`config.mk`:
```
export PLATFORM = sky130hd
export DESIGN_NAME = power_mode_ctrl
export DESIGN_NICKNAME = d
export VERILOG_FILES = /design/src/hw/power_mode_pkg.sv /design/src/hw/power_mode_ctrl.sv
export SDC_FILE = /design/constraint.sdc
export NUM_CORES = 1
export LEC_CHECK = 0
export ABC_AREA = 1
export BUFFER_PORTS_ARGS = -buffer_cell sky130_fd_sc_hd__buf_2
export CAP_MARGIN = 10
export CORE_MARGIN = 2
export CORE_UTILIZATION = 55
export CTS_CLUSTER_SIZE = 10
export DETAILED_ROUTE_END_ITERATION = 12
export PLACE_DENSITY = 0.87
export SLEW_MARGIN = 20
export SYNTH_ARGS = -nofsm -noshare
export SYNTH_HDL_FRONTEND = slang
export SYNTH_SLANG_ARGS = --single-unit
```
`constraint.sdc`:
```
create_clock -name clk_sys_in -period 5.4 [get_ports clk_sys_in]
set_input_delay 0.54 -clock clk_sys_in [delete_from_list [all_inputs] [get_ports clk_sys_in]]
set_output_delay 0.54 -clock clk_sys_in [all_outputs]
set_load 0.1 [all_outputs]
```
`src/hw/power_mode_pkg.sv`:
```
`default_nettype none
package power_mode_pkg;
	localparam int unsigned CLK_PERIOD_NS = 5;
	localparam int unsigned OSC_STARTUP_NS = 10000;
	localparam int unsigned PLL_LOCK_NS = 5000;
	localparam int unsigned OSC_STARTUP_CYC = (OSC_STARTUP_NS + CLK_PERIOD_NS - 1) / CLK_PERIOD_NS;
	localparam int unsigned PLL_LOCK_CYC = (PLL_LOCK_NS + CLK_PERIOD_NS - 1) / CLK_PERIOD_NS;
	localparam int unsigned DELAY_W = 13;
	localparam int unsigned PERIPH_N = 8;
	localparam int unsigned PRIO_W = 3;
	localparam int unsigned OSC_CTRL_W = 32;
	localparam int unsigned SLEEP_SEL_BIT = 4;
	localparam int unsigned PB_DIV_LSB = 19;
	localparam int unsigned PB_DIV_W = 2;
	localparam int unsigned PB_CNT_W = 3;
	localparam logic [PB_CNT_W-1:0] PB_CNT_RST = 3'h0;
	localparam logic [DELAY_W-1:0] DELAY_RST = 13'h0000;

	typedef enum logic [2:0] {
		ST_RUN = 3'b000,
		ST_IDLE = 3'b001,
		ST_SLEEP = 3'b010,
		ST_STARTUP = 3'b011,
		ST_SWITCH = 3'b100
	} power_state_type;

	typedef enum logic [2:0] {
		SRC_POSC = 3'b000,
		SRC_POSC_PLL = 3'b001,
		SRC_FAST = 3'b010,
		SRC_FAST_DIV = 3'b011,
		SRC_LOW_POWER = 3'b100,
		SRC_SECONDARY = 3'b101
	} osc_src_type;

	localparam osc_src_type SRC_RST = SRC_FAST;

	typedef struct packed {
		logic valid;
		logic sleep_capable;
		logic [PRIO_W-1:0] priority_level;
	} irq_req_type;

	typedef struct packed {
		logic cpu_en;
		logic sys_src_en;
		logic sys_direct_en;
		logic pb_tick;
		logic monitor_en;
		logic fast_osc_en;
		logic low_power_osc_en;
		logic io_drive_en;
	} clk_gates_type;

	localparam clk_gates_type GATES_RST = 8'hff;
endpackage
`default_nettype wire

```
`src/hw/power_mode_ctrl.sv`:
```
`default_nettype none
// Behaviour
// Sleep and Idle both stop the CPU core clock.
// Idle halts the CPU but keeps the system clock source running.
// In Idle, peripherals with their stop-in-idle bit set halt; others run.
// Wait instruction with sleep-on-wait select clear enters Idle.
// Wait instruction with sleep-on-wait select set enters Sleep.
// Sleep halts CPU, system clock source and its peripherals.
// Fail-safe clock monitor is inactive throughout Sleep.
// Entering Sleep never clears the watchdog; its count carries on.
// Sleep-capable peripherals keep running in Sleep and may wake the device.
// I/O pins keep driving their levels in Sleep.
// USB may keep the primary or fast oscillator running in Sleep.
// Sleep wakes on enabled sleep-capable interrupt with priority above CPU.
// Lower or equal priority wake keeps CPU halted, restarts bus clock, enters Idle.
// Any device reset or watchdog time-out leaves Sleep or Idle.
// Idle exits on interrupt above CPU priority; otherwise stays in Idle.
// Crystal or PLL source restarts get start-up and lock delays; Idle exit none.
// Running CPU may use fast, divided fast, low-power or secondary oscillators.
// Idle works with any system clock source; peripherals keep running.
// Peripheral bus clock runs at a programmable fraction of the system clock.
// Divider ratios are 1, 2, 4 and 8; direct system clock users unaffected.
module power_mode_ctrl
	import power_mode_pkg::*;
(
	input wire logic clk_sys_in,
	input wire logic rst_n_in,
	input wire logic wait_exec_in,
	input wire logic [OSC_CTRL_W-1:0] oscillator_control_register_in,
	input wire logic osc_switch_req_in,
	input wire osc_src_type osc_new_src_in,
	input wire irq_req_type irq_in,
	input wire logic [PRIO_W-1:0] cpu_priority_in,
	input wire logic watchdog_timeout_in,
	input wire logic reset_event_in,
	input wire logic [PERIPH_N-1:0] stop_in_idle_bit_in,
	input wire logic usb_osc_hold_in,
	output var clk_gates_type gates_out,
	output logic [PERIPH_N-1:0] periph_clk_en_out,
	output var osc_src_type sys_src_out,
	output var power_state_type power_state_out
);

	////////////////////////////////////////////////////////////////////////////////
	// Decode of inputs.

	power_state_type state_r;
	power_state_type state_nxt;
	power_state_type target_r;
	power_state_type target_nxt;
	osc_src_type sys_src_r;
	osc_src_type sys_src_nxt;
	osc_src_type pend_src_r;
	osc_src_type pend_src_nxt;
	logic [DELAY_W-1:0] cnt_r;
	logic [DELAY_W-1:0] cnt_nxt;
	logic [PB_CNT_W-1:0] pb_cnt_r;
	logic [PB_CNT_W-1:0] pb_cnt_nxt;
	clk_gates_type gates_r;
	clk_gates_type gates_nxt;
	logic [PERIPH_N-1:0] periph_r;
	logic [PERIPH_N-1:0] periph_nxt;

	function automatic logic [DELAY_W-1:0] start_delay(input osc_src_type src);
		logic [DELAY_W-1:0] d;
		d = DELAY_RST;
		if (src == SRC_POSC || src == SRC_POSC_PLL || src == SRC_SECONDARY) begin
			d = DELAY_W'(OSC_STARTUP_CYC);
		end
		if (src == SRC_POSC_PLL) begin
			d = DELAY_W'(OSC_STARTUP_CYC + PLL_LOCK_CYC);
		end
		return d;
	endfunction

	wire sleep_sel = oscillator_control_register_in[SLEEP_SEL_BIT];
	wire [PB_DIV_W-1:0] pb_div = oscillator_control_register_in[PB_DIV_LSB +: PB_DIV_W];
	wire wake_hi = irq_in.valid && (irq_in.priority_level > cpu_priority_in);
	wire sleep_irq = irq_in.valid && irq_in.sleep_capable;
	wire exit_evt = reset_event_in || watchdog_timeout_in;
	wire src_fast_family = (sys_src_r == SRC_POSC) || (sys_src_r == SRC_POSC_PLL)
		|| (sys_src_r == SRC_FAST) || (sys_src_r == SRC_FAST_DIV);
	// The USB unit may hold the primary or fast source alive through Sleep.
	wire src_kept = usb_osc_hold_in && src_fast_family;
	wire [DELAY_W-1:0] cur_delay = start_delay(sys_src_r);
	wire [DELAY_W-1:0] new_delay = start_delay(osc_new_src_in);
	wire wake_needs_delay = (cur_delay != DELAY_RST) && !src_kept;
	wire switch_req = osc_switch_req_in && (osc_new_src_in != sys_src_r);
	wire [PB_CNT_W-1:0] pb_mask = (pb_div == 2'h0) ? 3'h0 :
		(pb_div == 2'h1) ? 3'h1 :
		(pb_div == 2'h2) ? 3'h3 : 3'h7;
	wire st_idle_nxt = (state_nxt == ST_IDLE);
	wire st_sleep_nxt = (state_nxt == ST_SLEEP);
	wire direct_nxt = (state_nxt == ST_RUN) || (state_nxt == ST_IDLE)
		|| (state_nxt == ST_SWITCH);

	////////////////////////////////////////////////////////////////////////////////
	// Power state sequencing.

	always_comb begin
		state_nxt = state_r;
		target_nxt = target_r;
		cnt_nxt = cnt_r;
		sys_src_nxt = sys_src_r;
		pend_src_nxt = pend_src_r;
		unique case (state_r)
			ST_RUN: begin
				if (switch_req) begin
					// A crystal or PLL source waits; other sources switch at once.
					if (new_delay != DELAY_RST) begin
						pend_src_nxt = osc_new_src_in;
						cnt_nxt = new_delay - 13'h0001;
						state_nxt = ST_SWITCH;
					end else begin
						sys_src_nxt = osc_new_src_in;
					end
				end else if (wait_exec_in) begin
					// The watchdog is not touched here, so its count carries on.
					state_nxt = sleep_sel ? ST_SLEEP : ST_IDLE;
				end
			end
			ST_IDLE: begin
				if (exit_evt || wake_hi) begin
					state_nxt = ST_RUN;
				end
			end
			ST_SLEEP: begin
				if (exit_evt || sleep_irq) begin
					target_nxt = (exit_evt || wake_hi) ? ST_RUN : ST_IDLE;
					if (wake_needs_delay) begin
						cnt_nxt = cur_delay - 13'h0001;
						state_nxt = ST_STARTUP;
					end else begin
						state_nxt = (exit_evt || wake_hi) ? ST_RUN : ST_IDLE;
					end
				end
			end
			ST_STARTUP: begin
				if (target_r == ST_IDLE && (exit_evt || wake_hi)) begin
					target_nxt = ST_RUN;
				end
				if (cnt_r == DELAY_RST) begin
					state_nxt = target_nxt;
				end else begin
					cnt_nxt = cnt_r - 13'h0001;
				end
			end
			ST_SWITCH: begin
				// The old source keeps clocking the CPU until the new one is ready.
				if (cnt_r == DELAY_RST) begin
					sys_src_nxt = pend_src_r;
					state_nxt = ST_RUN;
				end else begin
					cnt_nxt = cnt_r - 13'h0001;
				end
			end
			default: begin
				state_nxt = ST_RUN;
			end
		endcase
	end

	////////////////////////////////////////////////////////////////////////////////
	// Clock gates and peripheral bus divider.

	always_comb begin
		gates_nxt.cpu_en = (state_nxt == ST_RUN) || (state_nxt == ST_SWITCH);
		gates_nxt.sys_src_en = !st_sleep_nxt || src_kept;
		gates_nxt.sys_direct_en = direct_nxt;
		gates_nxt.pb_tick = direct_nxt && ((pb_cnt_r & pb_mask) == pb_mask);
		gates_nxt.monitor_en = !st_sleep_nxt;
		gates_nxt.fast_osc_en = (!st_sleep_nxt && src_fast_family) || usb_osc_hold_in;
		gates_nxt.low_power_osc_en = 1'b1;
		gates_nxt.io_drive_en = 1'b1;
		pb_cnt_nxt = direct_nxt ? pb_cnt_r + 3'h1 : PB_CNT_RST;
		periph_nxt = {PERIPH_N{gates_nxt.pb_tick}}
			& ~({PERIPH_N{st_idle_nxt}} & stop_in_idle_bit_in);
	end

	always_ff @(posedge clk_sys_in or negedge rst_n_in) begin
		if (!rst_n_in) begin
			state_r <= ST_RUN;
			target_r <= ST_RUN;
			cnt_r <= DELAY_RST;
			sys_src_r <= SRC_RST;
			pend_src_r <= SRC_RST;
			pb_cnt_r <= PB_CNT_RST;
			gates_r <= GATES_RST;
			periph_r <= {PERIPH_N{1'b1}};
		end else begin
			state_r <= state_nxt;
			target_r <= target_nxt;
			cnt_r <= cnt_nxt;
			sys_src_r <= sys_src_nxt;
			pend_src_r <= pend_src_nxt;
			pb_cnt_r <= pb_cnt_nxt;
			gates_r <= gates_nxt;
			periph_r <= periph_nxt;
		end
	end

	assign gates_out = gates_r;
	assign periph_clk_en_out = periph_r;
	assign sys_src_out = sys_src_r;
	assign power_state_out = state_r;
endmodule
`default_nettype wire

```
==> results.toml, run 1 <==
[run_status]
outcome = "finished, final reports clean"

[layout]
fin_area_um2 = 2974
fill_cells = 384
fin_util_pct = 67.38
layout-drive-gt1-share_pct = 21.69
mostFrequentLayoutCells = "nand2_1 (109), nor2_1 (55), inv_1 (52)"
multi_input_area_um2 = 1249
final_common_cell = "nand2_1"
nNetsFinal = 477
antennaDiodeCount = 0
area_delta_synth_final_pct = 16.46
regArea_um2 = 1071

[yosys]
netlist_area_um2 = 2554
synth_cell_type_count = 31
syn_area_per_cell_um2 = 7.054
postSynthCellCount = 362
ys.flop_type = "dfrtp_1"
async_reset_ff_share_pct = 100.0
synth-warning-count = 0
yosysSeqAreaShare_pct = 41.94
ys_ff_latch = 42
synth-edff-count = 0

[route]
routed_wl_mm = 5.663
first_pass_iters = 4
wl_per_cell_um = 12.13
vias = 2431
drtAntennaViolNets = 0
drt_iter0_markers = 203
viasPerCell = 5.206
drc_errors = 0

[power]
power_leakage_nw = 1.705
power_density_nw_per_um2 = 738.0
ir_worst_vdd_mv = 0.6056

[global_route]
first_global_vias = 2238
track_usage_pct = 23.08
antenna_found_initial = 0
grt_pass1_wl_mm = 9.522
grt-ovfl-total = 0
grt_start_max_net_pins = 43

[clocking]
post-cts-setup-buffer-count = 0
clk_pin_slew_ns = 0.08
clk_latency_ns = 0.30
cts_buffers = 5
cts_tree = "done"
ctsHoldBuffers = 0
root_buffer = "clkbuf_8"
cts_resized = 0
clk_path_buf_depth = 2
htree_levels = 2
cts.sinks = 42

[timing]
fin_tns_setup_ns = 0
max_slew_margin_pct = 39.77
min_period_ns = 2.431
finalCritPeriodShare_pct = 45.01
drv_slew = 0
hold_slack_ns = 0.3587
rsz0062_at_grt = "false"
setup_viol = 0
fmax_ghz = 0.4114
layout_setup_ws_ns = 2.969
finalHoldViolCount = 0
worstMarginPinSlew_ns = 0.9035
clock_skew_ns = 0.006171

[worst_setup_path]
cp_max_fo = 17
endpoint_kind = "flip-flop"
crit_type = "flip-flop to flip-flop"
critPathArrivalTime_ns = 2.63
crit_path_start_kind = "flip-flop"
crit_required_ns = 5.60

[die]
io_pins = 80
dieArea_um2 = 5204
die_w_um = 72.14
rows = 24
start_util_pct = 57.85
die_h_um = 72.14
core_area_um2 = 4414

[placed_design]
place_hpwl_mm = 4.146
pre_cts_ws_ns = 2.956
post_dp_cell_area_um2 = 2831
buffer_ports.inserted = 48
gp_congestion = 0.9107

[flow_run]
maxCapViolCount = 0

[hold_path]
hold_path_class = "primary input to async pin"
## metal layers
layer  vias to the layer above  GRT usage (%)  share of wire (%)
met5                         -              0                  0
met4                         0          7.547               0.83
met3                         4          5.972                7.7
met2                        90          35.88                 46
met1                      1117          31.59                 46
li1                       1220              -                  -
## stage by stage
stage,power [mW],std cells
floorplan,1.663,363
global placement,1.840,459
detailed placement,1.874,459
CTS,2.192,467
global route,2.345,467
finish,2.195,467
## kinds of logic after synthesis
family	synth area share (%)
flip-flops	41.94
adder cells (fa/ha/maj)	2.450
other	0.1468
XOR/XNOR	3.087
AND/OR/NAND/NOR	35.42
buffers and inverters	9.309
AO/OA/AOI/OAI	7.644
## cell type report
type,count,share of cell area (%)
tap,52,2.188
inverter,55,6.942
clock buffer,6,2.777
timing repair buffer,48,8.077
multi-input combinational,262,41.99
sequential,42,36.01
clock inverter,2,2.019
## cell usage after synthesis, types with 3 or more instances
master | instances | area, um2
o21ai_0 | 18 | 90.09
nor2_2 | 5 | 31.28
xor2_1 | 3 | 26.28
nand2_1 | 109 | 409.1
nand4_1 | 4 | 25.02
nor2_1 | 55 | 206.5
inv_2 | 3 | 11.26
ha_1 | 5 | 62.56
xnor2_1 | 6 | 52.55
dfstp_2 | 16 | 420.4
a21oi_1 | 4 | 20.02
nand2_2 | 5 | 31.28
nand3_1 | 24 | 120.1
inv_1 | 52 | 195.2
o211ai_1 | 4 | 30.03
dfrtp_1 | 26 | 650.6
nand3b_1 | 3 | 22.52
## power breakdown
group / switching, mW / leakage (nW) / internal [mW] / total, mW
Sequential: 0.0956 / 0.495 / 0.486 / 0.582
Clock: 0.114 / 0.0714 / 0.197 / 0.311
Combinational: 1.00 / 1.14 / 0.300 / 1.30
Total: 1.21 / 1.71 / 0.983 / 2.19
## state kept, by name, indices dropped and copies added (netlist names)
register	flops
cnt_r	13
periph_clk_en_out	8
gates_out	6
pb_cnt_r	3
pend_src_r	3
power_state_out	3
sys_src_out	3
target_r	3
## worst paths after layout
| kind | start | to | slack (ns) | cells past startpoint |
|---|---|---|---|---|
| worst max-delay path | power_state_out[0] | cnt_r[11] | 2.97 | 11 |
| worst min-delay path | rst_n_in | pend_src_r[2] | 0.36 | 1 |
| worst max register to register | power_state_out[0] | cnt_r[11] | 2.97 | 11 |
| worst min register to register | pend_src_r[1] | pend_src_r[1] | 0.46 | 2 |
| max in group asynchronous | rst_n_in | cnt_r[1] | 4.48 | 1 |
| min in group clk_sys_in | usb_osc_hold_in | gates_out[2] | 0.43 | 3 |
## worst max-delay path, stage by stage, from the launching register on
cell and delay (ns):
dfrtp_1 0.49, nor2_2 0.09, nand2_2 0.18, nand2_2 0.21
inv_1 0.17, o21ai_1 0.09, inv_1 0.05, nand3_1 0.46
inv_2 0.37, nand2_1 0.09, nand2_1 0.07, nand2_1 0.05
No activity file was read; power rests on OpenSTA's default activity.
==> run 2: changes to the inputs <==
--- a/config.mk
+++ b/config.mk
@@ -5,14 +5,14 @@
 export SDC_FILE = /design/constraint.sdc
 export NUM_CORES = 1
 export LEC_CHECK = 0
-export ABC_AREA = 1
+export ABC_AREA = 0
 export BUFFER_PORTS_ARGS = -buffer_cell sky130_fd_sc_hd__buf_2
 export CAP_MARGIN = 10
 export CORE_MARGIN = 2
-export CORE_UTILIZATION = 55
+export CORE_UTILIZATION = 52
 export CTS_CLUSTER_SIZE = 10
 export DETAILED_ROUTE_END_ITERATION = 12
-export PLACE_DENSITY = 0.87
+export PLACE_DENSITY = 0.82
 export SLEW_MARGIN = 20
 export SYNTH_ARGS = -nofsm -noshare
 export SYNTH_HDL_FRONTEND = slang
==> constraint.sdc (replaced) <==
create_clock -name clk_sys_in -period 2.53 [get_ports clk_sys_in]
set_input_delay 0.253 -clock clk_sys_in [delete_from_list [all_inputs] [get_ports clk_sys_in]]
set_output_delay 0.253 -clock clk_sys_in [all_outputs]
set_load 0.1 [all_outputs]
==> run 2 against run 1 <==
Against the previous run: sequential share of layout area is 1.8 points lower; register-to-register slack worse by 2.8 ns; maximum frequency is 3.9% higher; via count is 0.66% lower; global-route usage is 0.35 points lower; critical path type unchanged; highest routed layer unchanged.
==> results.toml, run 2 <==
[run_status]
outcome = "finished, final reports clean"

[timing]
finalHoldViolCount = 0
rsz0062_at_grt = "false"
setup_viol = 0
clock_skew_ns = 0.01411
fmax_ghz = 0.4276
worstMarginPinSlew_ns = 0.9255
fin_tns_setup_ns = 0
max_slew_margin_pct = 38.30
drv_slew = 0
finalCritPeriodShare_pct = 92.44
min_period_ns = 2.339

[layout]
antennaDiodeCount = 0
final_common_cell = "buf_2"
layout-drive-gt1-share_pct = 33.04
fin_util_pct = 62.11
fin_area_um2 = 3152
mostFrequentLayoutCells = "buf_2 (48), nand2_1 (25), nor2_1 (23)"
nNetsFinal = 407
largest_reg_flops = 13
final_cell_count_no_fill = 415
area_delta_synth_final_pct = 15.55
regMostFlops = "cnt_r"

[die]
rows = 26
io_pins = 80
die_w_um = 76.43
dieArea_um2 = 5841
core_area_um2 = 5075
start_util_pct = 53.75
die_h_um = 76.43

[global_route]
grt-ovfl-total = 0
antenna_found_initial = 0
grt_pass1_wl_mm = 10.83
first_global_vias = 2338
grt_start_max_net_pins = 43
track_usage_pct = 22.73

[route]
drt_iter0_markers = 155
drtAntennaViolNets = 0
wl_per_cell_um = 15.10
first_pass_iters = 4
vias = 2415
routed_wl_mm = 6.268
viasPerCell = 5.819
drc_errors = 0

[placed_design]
post_dp_cell_area_um2 = 3055
dp.cells = 407
place_hpwl_mm = 4.601
buffer_ports.inserted = 48
gp_congestion = 0.9022

[worst_setup_path]
critPathArrivalTime_ns = 2.53
cpPeakStageDelay_ns = 0.52
cp_cell_sequence = "or3b_1, nand2_1, nand2_1, ha_1, o21ai_0, nor2_1, o22ai_1, a2bb2oi_1"
crit_type = "flip-flop to flip-flop"
critPathSlowestCell = "dfrtp_2"
crit_path_start_kind = "flip-flop"
cp_max_fo = 15
crit_top_cell = "nand2_1"
crit_family = "simple AND/OR/NAND/NOR gates"
crit_required_ns = 2.72
crit_buf_inv = 0
endpoint_kind = "flip-flop"

[clocking]
cts_buffers = 5
clk_pin_slew_ns = 0.08
htree_levels = 2
cts_tree = "done"
post-cts-setup-buffer-count = 0
clk_path_buf_depth = 2
root_buffer = "clkbuf_8"
ctsHoldBuffers = 0
cts_resized = 0
cts.sinks = 42
clk_latency_ns = 0.30

[yosys]
netlist_area_um2 = 2728
synth-edff-count = 0
yosys.area.top_type_share_pct = 23.85
synth_top_area_cell = "dfrtp_1"
syn_area_per_cell_um2 = 9.309
ys.flop_type = "dfrtp_1"
synthTopCellsByCount = "dfrtp_1 (26), nand2_1 (25), nor2_1 (23), a21oi_1 (21)"
synth.most_common_cell = "dfrtp_1"
yosysSeqAreaShare_pct = 39.27
postSynthCellCount = 293
synth-warning-count = 0
async_reset_ff_share_pct = 100.0
synthTopCellsByArea = "dfrtp_1 (24%), dfstp_2 (15%), a21oi_1 (3.9%), nand2_1 (3.4%), nor2_1 (3.2%)"
ys_ff_latch = 42
synth_cell_type_count = 73

[flow_run]
maxCapViolCount = 0

[hold_path]
hold_path_class = "primary input to async pin"
[run 2: changes by cell type after synthesis, moves of 13 or more]
cell,before,now
nand3_1,24,9
nand2b_1,0,13
a21oi_1,4,21
nand2_1,109,25
inv_1,52,9
nor2_1,55,23
[run 2: final timing paths]
path	from	to	slack, ns	cells after the start
max	power_state_out[0]	cnt_r[6]	0.19	8
min	rst_n_in	cnt_r[12]	0.09	1
max reg2reg	power_state_out[0]	cnt_r[6]	0.19	8
min reg2reg	pb_cnt_r[0]	pb_cnt_r[0]	0.48	1
max in group asynchronous	rst_n_in	power_state_out[2]	1.75	1
min in group clk_sys_in	stop_in_idle_bit_in[6]	periph_clk_en_out[6]	0.17	3
[run 2: cells by family after synthesis]
group           Yosys count  share of synthesized area (%)
compound gates           87                          23.58
xor+xnor                  5                          1.881
buf+inv                  28                          5.367
fa+ha+maj                 5                          2.294
other cells               1                         0.1375
simple gates            121                          25.83
flops                    42                          39.27
mux                       4                          1.651
[run 2: metal layers]
metal	vias up	global-route usage, %	part of all wire [%]
met5	-	0	0
met4	0	7.818	1.6
met3	8	3.910	4.9
met2	78	38.85	50
met1	1163	29.18	44
li1	1166	-	-
[run 2: stage by stage]
stage                     hold slack (ns)  worst slack, ns
final                             0.08695           0.1913
after global routing               0.1776          0.01874
after CTS                          0.1267           0.1589
after detailed placement           0.4500           0.1706
after global placement             0.4363           0.1725
after floorplan                  -0.04259         -0.03711
[run 2: final cells by class]
class / instances / area, um2
inverter: 11 / 43.79
multi-input combinational: 224 / 1515
fill: 447 / 1923
tap: 70 / 87.58
sequential: 42 / 1080
clock buffer: 7 / 86.33
clock inverter: 1 / 8.758
timing repair buffer: 60 / 330.3
Power of run 2 is not shown: default switching activity piles up to over one toggle a cycle in this logic, so the estimate is an artifact.
